**src/pdc_pkg.sv**
```systemverilog
// Constants shared by the power-down control block and its pin sampler.
// Assumes one 25 MHz core clock and a synchronous active-high reset.
package pdc_pkg;

    // =====================================================================
    // Pin layout.
    localparam int unsigned IO_W     = 32;
    localparam int unsigned DED_W    = 4;
    localparam int unsigned PIN_W    = IO_W + DED_W;
    localparam int unsigned PD_NUM   = 2;
    localparam int unsigned PD1_IDX  = 6;
    localparam int unsigned PD2_IDX  = 24;

    // =====================================================================
    // Timing.
    localparam int unsigned CLK_PERIOD_NS  = 40;
    localparam int unsigned CAPTURE_MAX_NS = 25;
    localparam int unsigned WAKE_MAX_NS    = 1000;
    localparam int unsigned CAPTURE_MAX_CYC =
        (CAPTURE_MAX_NS / CLK_PERIOD_NS) < 1 ? 1 : (CAPTURE_MAX_NS / CLK_PERIOD_NS);
    localparam int unsigned WAKE_MAX_CYC =
        (WAKE_MAX_NS / CLK_PERIOD_NS) < 1 ? 1 : (WAKE_MAX_NS / CLK_PERIOD_NS);
    localparam int unsigned WAKE_SETTLE_CYC = 2;
    localparam int unsigned CNT_W = 5;
    localparam logic [CNT_W-1:0] WAKE_LAST = 5'(WAKE_SETTLE_CYC - 1);
    localparam logic [CNT_W-1:0] CNT_ZERO  = 5'h00;
    localparam logic [CNT_W-1:0] CNT_ONE   = 5'h01;

    // =====================================================================
    // Operating states.
    typedef enum logic [1:0] {
        PDC_RUN  = 2'b00,
        PDC_DOWN = 2'b01,
        PDC_WAKE = 2'b10
    } pdc_state_t;

endpackage

```
**src/pdc_hold_if.sv**
```systemverilog
// Interface between the power-down controller and its pin sampler.
// Assumes both ends run on the same core clock.
`timescale 1ns/1ps
`default_nettype none

interface pdc_hold_if;
    import pdc_pkg::*;

    logic [PIN_W-1:0] pins;
    logic             hold;
    logic [PIN_W-1:0] live;
    logic [PIN_W-1:0] held;

    modport ctrl (
        output pins,
        output hold,
        input  live,
        input  held
    );

    modport smp (
        input  pins,
        input  hold,
        output live,
        output held
    );
endinterface

`default_nettype wire

```
**src/pdc_pin_hold.sv**
```systemverilog
// Pin sampler: two-flop synchroniser per pin, then a hold register.
// Assumes pins are asynchronous to the core clock.
`timescale 1ns/1ps
`default_nettype none

module pdc_pin_hold
    import pdc_pkg::*;
(
    input  wire logic  core_clk_i,
    input  wire logic  rst_i,
    pdc_hold_if.smp    hp
);

    logic [PIN_W-1:0] meta_ff;
    logic [PIN_W-1:0] live_ff;
    logic [PIN_W-1:0] held_ff;

    // =====================================================================
    // Synchroniser.
    always_ff @(posedge core_clk_i) begin
        if (rst_i) begin
            meta_ff <= '0;
            live_ff <= '0;
        end else begin
            meta_ff <= hp.pins;
            live_ff <= meta_ff;
        end
    end

    // =====================================================================
    // Hold latch: keeps the last level seen before the freeze.
    always_ff @(posedge core_clk_i) begin
        if (rst_i) begin
            held_ff <= '0;
        end else if (!hp.hold) begin
            held_ff <= live_ff;
        end
    end

    assign hp.live = live_ff;
    assign hp.held = held_ff;

endmodule

`default_nettype wire

```
**src/pdc_top.sv**
```systemverilog
// Pin-controlled power-down controller for a small programmable logic device.
// Assumes the logic fabric honours freeze_o by holding all of its registers.
`timescale 1ns/1ps
`default_nettype none

module pdc_top
    import pdc_pkg::*;
(
    input  wire logic                core_clk_i,
    input  wire logic                rst_i,
    input  wire logic [PD_NUM-1:0]   pd_enable_i,
    input  wire logic [IO_W-1:0]     io_pin_i,
    input  wire logic [DED_W-1:0]    ded_pin_i,
    input  wire logic [IO_W-1:0]     core_out_i,
    input  wire logic [IO_W-1:0]     core_oe_i,
    output logic      [IO_W-1:0]     io_pin_o,
    output logic      [IO_W-1:0]     io_pin_oe_o,
    output logic      [PIN_W-1:0]    arr_in_o,
    output logic      [PIN_W-1:0]    keep_level_o,
    output logic                     freeze_o,
    output logic                     power_down_o
);

    pdc_hold_if hp ();

    pdc_state_t        state_ff;
    pdc_state_t        nxt_state;
    logic [CNT_W-1:0]  wake_cnt_ff;
    logic              power_down_pin;
    logic              frozen;
    logic [PIN_W-1:0]  pd_mask;

    // =====================================================================
    // Functions.
    function automatic logic [PIN_W-1:0] pd_pin_mask(input logic [PD_NUM-1:0] en);
        logic [PIN_W-1:0] m;
        m = '0;
        m[PD1_IDX] = en[0];
        m[PD2_IDX] = en[1];
        return m;
    endfunction

    // =====================================================================
    // Pin sampling.
    assign hp.pins = {ded_pin_i, io_pin_i};
    assign hp.hold = frozen;

    pdc_pin_hold u_hold (
        .core_clk_i (core_clk_i),
        .rst_i      (rst_i),
        .hp         (hp)
    );

    // =====================================================================
    // Power-down pin decode.
    assign pd_mask = pd_pin_mask(pd_enable_i);
    assign power_down_pin = |(hp.live & pd_mask);

    // Freeze acts in the same cycle the pin is first seen high.
    assign frozen = power_down_pin || (state_ff != PDC_RUN);

    // =====================================================================
    // State machine.
    always_comb begin
        nxt_state = state_ff;
        case (state_ff)
            PDC_RUN: begin
                if (power_down_pin) begin
                    nxt_state = PDC_DOWN;
                end
            end
            PDC_DOWN: begin
                if (!power_down_pin) begin
                    nxt_state = PDC_WAKE;
                end
            end
            PDC_WAKE: begin
                if (power_down_pin) begin
                    nxt_state = PDC_DOWN;
                end else if (wake_cnt_ff == WAKE_LAST) begin
                    nxt_state = PDC_RUN;
                end
            end
            default: begin
                nxt_state = PDC_RUN;
            end
        endcase
    end

    always_ff @(posedge core_clk_i) begin
        if (rst_i) begin
            state_ff <= PDC_RUN;
        end else begin
            state_ff <= nxt_state;
        end
    end

    // Settle counter keeps the freeze for two cycles after the pin falls; the hold register resamples only after release.
    always_ff @(posedge core_clk_i) begin
        if (rst_i) begin
            wake_cnt_ff <= CNT_ZERO;
        end else if (state_ff == PDC_WAKE && !power_down_pin) begin
            wake_cnt_ff <= wake_cnt_ff + CNT_ONE;
        end else begin
            wake_cnt_ff <= CNT_ZERO;
        end
    end

    // =====================================================================
    // Status and fabric freeze.
    always_ff @(posedge core_clk_i) begin
        if (rst_i) begin
            freeze_o     <= 1'b0;
            power_down_o <= 1'b0;
        end else begin
            freeze_o     <= frozen;
            power_down_o <= (nxt_state == PDC_DOWN);
        end
    end

    // =====================================================================
    // Output drivers: held values and enables while frozen.
    always_ff @(posedge core_clk_i) begin
        if (rst_i) begin
            io_pin_o    <= '0;
            io_pin_oe_o <= '0;
        end else if (!frozen) begin
            io_pin_o    <= core_out_i;
            io_pin_oe_o <= core_oe_i & ~pd_mask[IO_W-1:0];
        end
        // Else both hold, so high-impedance pins stay undriven.
    end

    // =====================================================================
    // Array inputs: held at the held pin values while frozen, power-down pin never routed.
    always_ff @(posedge core_clk_i) begin
        if (rst_i) begin
            arr_in_o <= '0;
        end else begin
            arr_in_o <= hp.held & ~pd_mask;
        end
    end

    // Keeper levels follow the held pin values at all times.
    always_ff @(posedge core_clk_i) begin
        if (rst_i) begin
            keep_level_o <= '0;
        end else begin
            keep_level_o <= hp.held;
        end
    end

endmodule

`default_nettype wire

```
**config.mk**
```make
export PLATFORM = sky130hd
export DESIGN_NAME = pdc_top
export DESIGN_NICKNAME = d
export VERILOG_FILES = /design/src/pdc_pkg.sv /design/src/pdc_hold_if.sv /design/src/pdc_pin_hold.sv /design/src/pdc_top.sv
export SDC_FILE = /design/constraint.sdc
export NUM_CORES = 1
export LEC_CHECK = 0
export BUFFER_PORTS_ARGS = -buffer_cell sky130_fd_sc_hd__buf_2
export CAP_MARGIN = 0
export CORE_ASPECT_RATIO = 0.9
export CORE_MARGIN = 4
export CORE_UTILIZATION = 35
export DETAILED_ROUTE_END_ITERATION = 8
export PLACE_DENSITY = 0.63
export SYNTH_ARGS = -nofsm -noshare
export SYNTH_HDL_FRONTEND = slang
export SYNTH_HIERARCHICAL = 1
export SYNTH_SLANG_ARGS = --single-unit
export TNS_END_PERCENT = 10
```
**constraint.sdc**
```tcl
create_clock -name core_clk_i -period 1.9 [get_ports core_clk_i]
set_input_delay 0.095 -clock core_clk_i [delete_from_list [all_inputs] [get_ports core_clk_i]]
set_output_delay 0.095 -clock core_clk_i [all_outputs]
set_load 0.02 [all_outputs]
```
Word-level counts from Yosys, hierarchy flattened

Cells that the tools add are included.

Eq/ne operators: 4
Bitwise operators: 6
Add/subtract/negate cells: 1
Reductions and logical operators: 7
Multiplexer cells: 5

Operators by type and width:

| operator                                                        | count |
|---|---|
| 36-bit by 25-bit AND with 36-bit output                         | 1 |
| 36-bit AND                                                      | 1 |
| 25-bit NOT with 36-bit output                                   | 1 |
| 36-bit OR reduction                                             | 1 |
| 32-bit AND                                                      | 1 |
| 25-bit NOT with 32-bit output                                   | 1 |
| 2-bit two-way mux                                               | 4 |
| 2-bit case mux with 3 select lines                              | 1 |
| 5-bit by 1-bit adder with 5-bit output, second input constant   | 1 |
| 5-bit by 1-bit == test with 1-bit output, second input constant | 1 |
| 2-bit by 1-bit == test with 1-bit output, second input constant | 2 |
| 2-bit == test, second input constant                            | 1 |
| 2-bit logical NOT                                               | 1 |
| 2-bit nonzero test                                              | 1 |
| 2-bit OR reduction                                              | 1 |
| 1-bit logical AND                                               | 1 |
| 1-bit logical NOT                                               | 1 |
| 1-bit logical OR                                                | 1 |
| 1-bit NOT                                                       | 1 |

Register bits: 253
Logic and storage cells: 34
Bits of input ports: 104
Output and inout bits: 138

Longest topological paths before layout

Depth in word-level cells: 6
Mapped depth: 8
Depth with buffers taken out: 5

Hierarchy

The synthesis kept the hierarchy.

Modules (own cells, without submodules):

| module       | area each (um^2) | cells an instance | instances | seq. area each (um^2) |
|---|---|---|---|---|
| pdc_top      | 4,016.4          | 440               | 1         | 2,222.1 |
| pdc_pin_hold | 3,251.9          | 268               | 1         | 2,162.1 |

Worst setup path after synthesis

No wires, ideal clock.

Path type: register -> register
Start: register u_hold.live_ff[6], in the netlist u_hold/hp.live[6]
End: register u_hold.held_ff[10], in the netlist u_hold/hp.held[10]
Cell stages (with the launch flop): 9
Path slack: 205 ps
Setup time: 128 ps
Data arrival time: 1,567 ps
Required time: 1,772 ps
Clock period less this slack: 1,695 ps
Path buffers: 4
Cell sequence: dfxtp_1 a22oi_1 buf_2 buf_2 nand2_1 buf_6 buf_12 mux2i_1 nor2_1

Word-level cells in the longest chain between the ends: 3

RTL lines:

| what                                    | line               | RTL |
|---|---|---|
| start: declaration                      | pdc_pin_hold.sv:15 | `logic [PIN_W-1:0] live_ff;` |
| start signal: assignment                | pdc_pin_hold.sv:26 | `live_ff <= meta_ff;` |
| 36-bit by 25-bit AND with 36-bit output | pdc_top.sv:57      | `assign power_down_pin = \|(hp.live & pd_mask);` |
| 36-bit OR reduction                     | pdc_top.sv:57      |  |
| 1-bit logical OR                        | pdc_top.sv:60      | `assign frozen = power_down_pin \|\| (state_ff != PDC_RUN);` |
| net frozen                              | pdc_top.sv:30      | `logic frozen;` |
| end signal: assignment                  | pdc_pin_hold.sv:36 | `held_ff <= live_ff;` |
| end: declaration                        | pdc_pin_hold.sv:16 | `logic [PIN_W-1:0] held_ff;` |

The timed path passes the listed nets, and every way through them passes these cells.
A chain may end at the register's enable or synchronous reset.

Worst setup path in the final report

Start: register state_ff[1]
End: register io_pin_oe_o[4]

Word-level cells in the longest chain between the ends: 2

RTL lines:

| what                     | line           | RTL |
|---|---|---|
| start: declaration       | pdc_top.sv:26  | `pdc_state_t state_ff;` |
| start signal: assignment | pdc_top.sv:94  | `state_ff <= nxt_state;` |
| 2-bit nonzero test       | pdc_top.sv:60  |  |
| 1-bit logical OR         | pdc_top.sv:60  |  |
| end signal: assignment   | pdc_top.sv:129 | `io_pin_oe_o <= core_oe_i & ~pd_mask[IO_W-1:0];` |
| end: declaration         | pdc_top.sv:17  | `output logic [IO_W-1:0] io_pin_oe_o,` |

No other way between the ends.

==> metrics.md <==
| Metric | Value |
|---|---|
| Status | `finished, final reports clean` |
| Final setup fails | `0` |
| Die width | `160 µm` |
| Int Pwr | `8.48 mW` |
| Inst Count DP | `1129` |
| Clk root buf | `clkbuf_16` |
| Asr flop ratio synth | `0` |
| Crit Path Class | `reg -> reg` |
| Worst Path Max Fanout | `47` |
| Max Fclk | `655 MHz` |
| Die area | `0.0231 mm²` |
| Mux share of post-synthesis cell area | `0.0496` |
| Post-Synth Simple-Gate Area | `0.169` |
| Synth top area share | `0.603` |
| Final setup margin | `0.374 ns` |
| First-pass GRT wire length | `approximately 27000 µm` |
| Vias in the first global route | `5603` |
| Setup tns final | `0 ns` |
| FF+latch count, synth | `approximately 220` |
| DP Worst Slack | `about 0.44 ns` |
| GRT Total Usage | `0.139` |
| Largest vdd supply drop | `0.575 mV` |
| Commonest cells in the netlist | `219 x dfxtp_1, 110 x nor2b_1, 65 x a21oi_1` |
| Gr ovfl total | `0` |
| Nets | `1112` |
| WL final | `between 15000 and 20000 µm` |
| Synth Cell Area | `0.00727 mm²` |
| Core Region | `0.0202 mm²` |
| Worst-Skew Late Latency | `0.50 ns` |
| P&R area growth vs syn | `42.7%` |
| Fin. Hold Viols | `0` |
| CTS tree | `yes` |
| TritonCTS Buffers | `24` |
| NetSw | `2.50 mW` |
| Non-Filler Instances | `1281` |
| Final Skew | `just over 0.01 ns` |
| Clock Power Share | `0.453` |
| Post-Syn Instances | `708` |
| Number of synthesized flops with an enable pin | `0` |
| Main combinational cell family by area after synthesis | `simple AND/OR/NAND/NOR gates` |
| PwrDens | `approximately 1100 mW/mm²` |
| Yosys warns | `6` |
| 1st-pass router iterations | `4` |
| Min Hold Slack | `0.337 ns` |
| Sequential fraction of design power | `0.446` |
| Total Power | `11.0 mW` |
| Switching portion of total power | `0.228` |
| Synthesized Nets | `814` |
| Largest cells by area after synthesis | `dfxtp_1 60%, nor2b_1 9.5%, mux2i_1 5.0%` |
| Detailed-route via count | `5807` |
| Synthesized area per cell | `10.3 µm²` |
| I/O Buffers | `~240` |
| Largest net degree at the start of global routing | `66` |
| Compound-Gate Fraction of Synth Area | `0.0942` |
| Worst min path class | `in -> reg` |
| CP Capture Type | `flop` |
| Layout cells sized above 1 | `0.297` |
| Slew @ Worst Pin | `0.512 ns` |
| CTS sink cnt | `219` |
| Most instantiated library cell after synthesis | `dfxtp_1` |
| Combinational share of power | `0.102` |
| Static Leakage | `4.69 nW` |
| XOR/XNOR Fraction of Synth Area | `0.00362` |
| Bufs on Longest Clock Path | `3` |
| Tcrit/Tclk final | `0.803` |
| Residual DRC | `0` |
| Initial DRC count | `433` |
| Tightest slew margin relative to the limit | `0.659` |
| Final core occ | `0.514` |
| Post-synthesis adder-cell area fraction | `0.00344` |
| Min Tclk post-route | `~1.5 ns` |
| Worst setup SP type | `flop` |
| CTS H-tree lvls | `1` |
| Arrival time at the worst endpoint | `1.90 ns` |
| Hpwl dp | `10700 µm` |
| DIE HEIGHT | `145 µm` |
| Initial Util | `0.360` |
| Via/cell ratio | `4.53` |
| Final Max Slew Viols | `0` |
| Max Cap Viol | `0` |
| Register area share after synthesis | `0.603` |
| Post-DR wirelength/cell | `13.7 µm` |
| RSZ-0062 raised after global routing | `false` |
| I/O pins | `approximately 240` |
| Row count | `49` |
| Cell Area, Placed | `0.00843 mm²` |
| Post-DRT Antenna Nets | `0` |
| Final Cell Area | `~0.010 mm²` |
| Clock-pin slew on the worst setup and hold paths | `0.06 ns` |
| Cell taking the most area after synthesis | `dfxtp_1` |
| Antenna violations before repair | `0` |
| Placer congestion estimate | `0.797` |
| WP data required | `2.27 ns` |
| # resized after CTS | `0` |
| Ys flop type | `dfxtp_1` |
| Unique cell type count in the Yosys netlist | `27` |
==> final timing paths <==
kind | startpoint | endpoint | slack, ns | cells after the start
setup reg to reg | state_ff[1]$_SDFF_PP0_ | io_pin_oe_o[4]$_SDFFE_PP0N_ | 0.37 | 4
hold / removal | io_pin_i[16] | u_hold/meta_ff[16]$_SDFF_PP0_ | 0.34 | 3
setup / recovery | state_ff[1]$_SDFF_PP0_ | io_pin_oe_o[4]$_SDFFE_PP0N_ | 0.37 | 4
hold reg to reg | u_hold/meta_ff[3]$_SDFF_PP0_ | u_hold/hp.live[3]$_SDFF_PP0_ | 0.42 | 1
==> logic make-up after synthesis <==
kind of cell | after synthesis
compound gates | 134
mux | 36
buf+inv | 90
xor+xnor | 3
simple gates | 224
flops | 219
fa+ha+maj | 2
==> state kept, by name, summed over array words and instances, names as in the netlist <==
register and flops:
arr_in_o 36, keep_level_o 2, u_hold/meta_ff 36, wake_cnt_ff 5, u_hold/hp.live 36, io_pin_oe_o 32
state_ff 2, io_pin_o 32, u_hold/hp.held 36, power_down_o 1, freeze_o 1
==> power groups by stage <==
stage / clock network, mW / logic, mW / registers (mW)
6_report: 4.97 / 1.11 / 4.89
5_1_grt: 5.32 / 1.21 / 4.92
4_1_cts: 5.13 / 1.12 / 4.89
3_5_place_dp: 0 / 0.945 / 4.99
3_3_place_gp: 0 / 0.934 / 4.99
2_1_floorplan: 0 / 0.475 / 5.14
==> layer usage <==
layer / vias up / track usage / part of all wire
met4: 0 / 0.0579 / 0.038
li1: 2911 / - / -
met5: - / 0 / 0
met1: 2664 / 0.171 / 0.42
met2: 184 / 0.239 / 0.49
met3: 48 / 0.0309 / 0.053
==> critical path, stage by stage, from the launching register on <==
cell and delay [ns]:
dfxtp_1 0.38, or2_2 0.46, buf_12 0.23, o21ai_0 0.22, a21oi_1 0.09
==> what timing repair did <==
| item | CTS | global route |
|---|---|---|
| hold buffers | 106 | 0 |
| buffers inserted | 0 | 0 |
| endpoints found under the hold margin | 122 | 0 |
==> final cells by class <==
| type | instances | area [µm²] |
|---|---|---|
| fillers | 1796 | 9800 |
| flip-flops and latches | 219 | 4380 |
| repair buffers | 361 | 2440 |
| multi-input cells | 399 | 2340 |
| clock buffers | 32 | 702 |
| well taps | 255 | 319 |
| clock inverters | 12 | 176 |
| diodes | 2 | 5.00 |
| inverters | 1 | 3.75 |
==> cell usage in the layout (no fill, tap or decap) <==
master         Yosys  layout
xnor2_1            1       1
clkinvlp_4         0       2
clkinv_8           0       1
buf_6              2       1
or2_2              1       1
nand2_2            0       1
or4b_4             1       1
a211oi_1           3       3
clkbuf_1          31       2
buf_12             3       5
nor2_1            42      41
or4b_2             1       1
nor2b_1          110     110
bufinv_16          0       4
clkbuf_8           0       5
buf_4             37       9
nand3_1           64      64
a22oi_2            0       1
xor2_1             2       2
nand3b_1           1       1
diode_2            0       2
mux2i_1           36      36
dlygate4sd3_1      0     106
inv_1              1       1
dfxtp_1          219     219
nand4b_1           2       2
clkinv_2           0       5
buf_2             13     240
a21oi_1           65      65
ha_1               2       2
o21ai_0           64      64
a22o_2             0       1
nor2_4             0       1
clkbuf_16          0      25
nand2b_1           1       1
No activity file was read; power rests on OpenSTA's default activity.
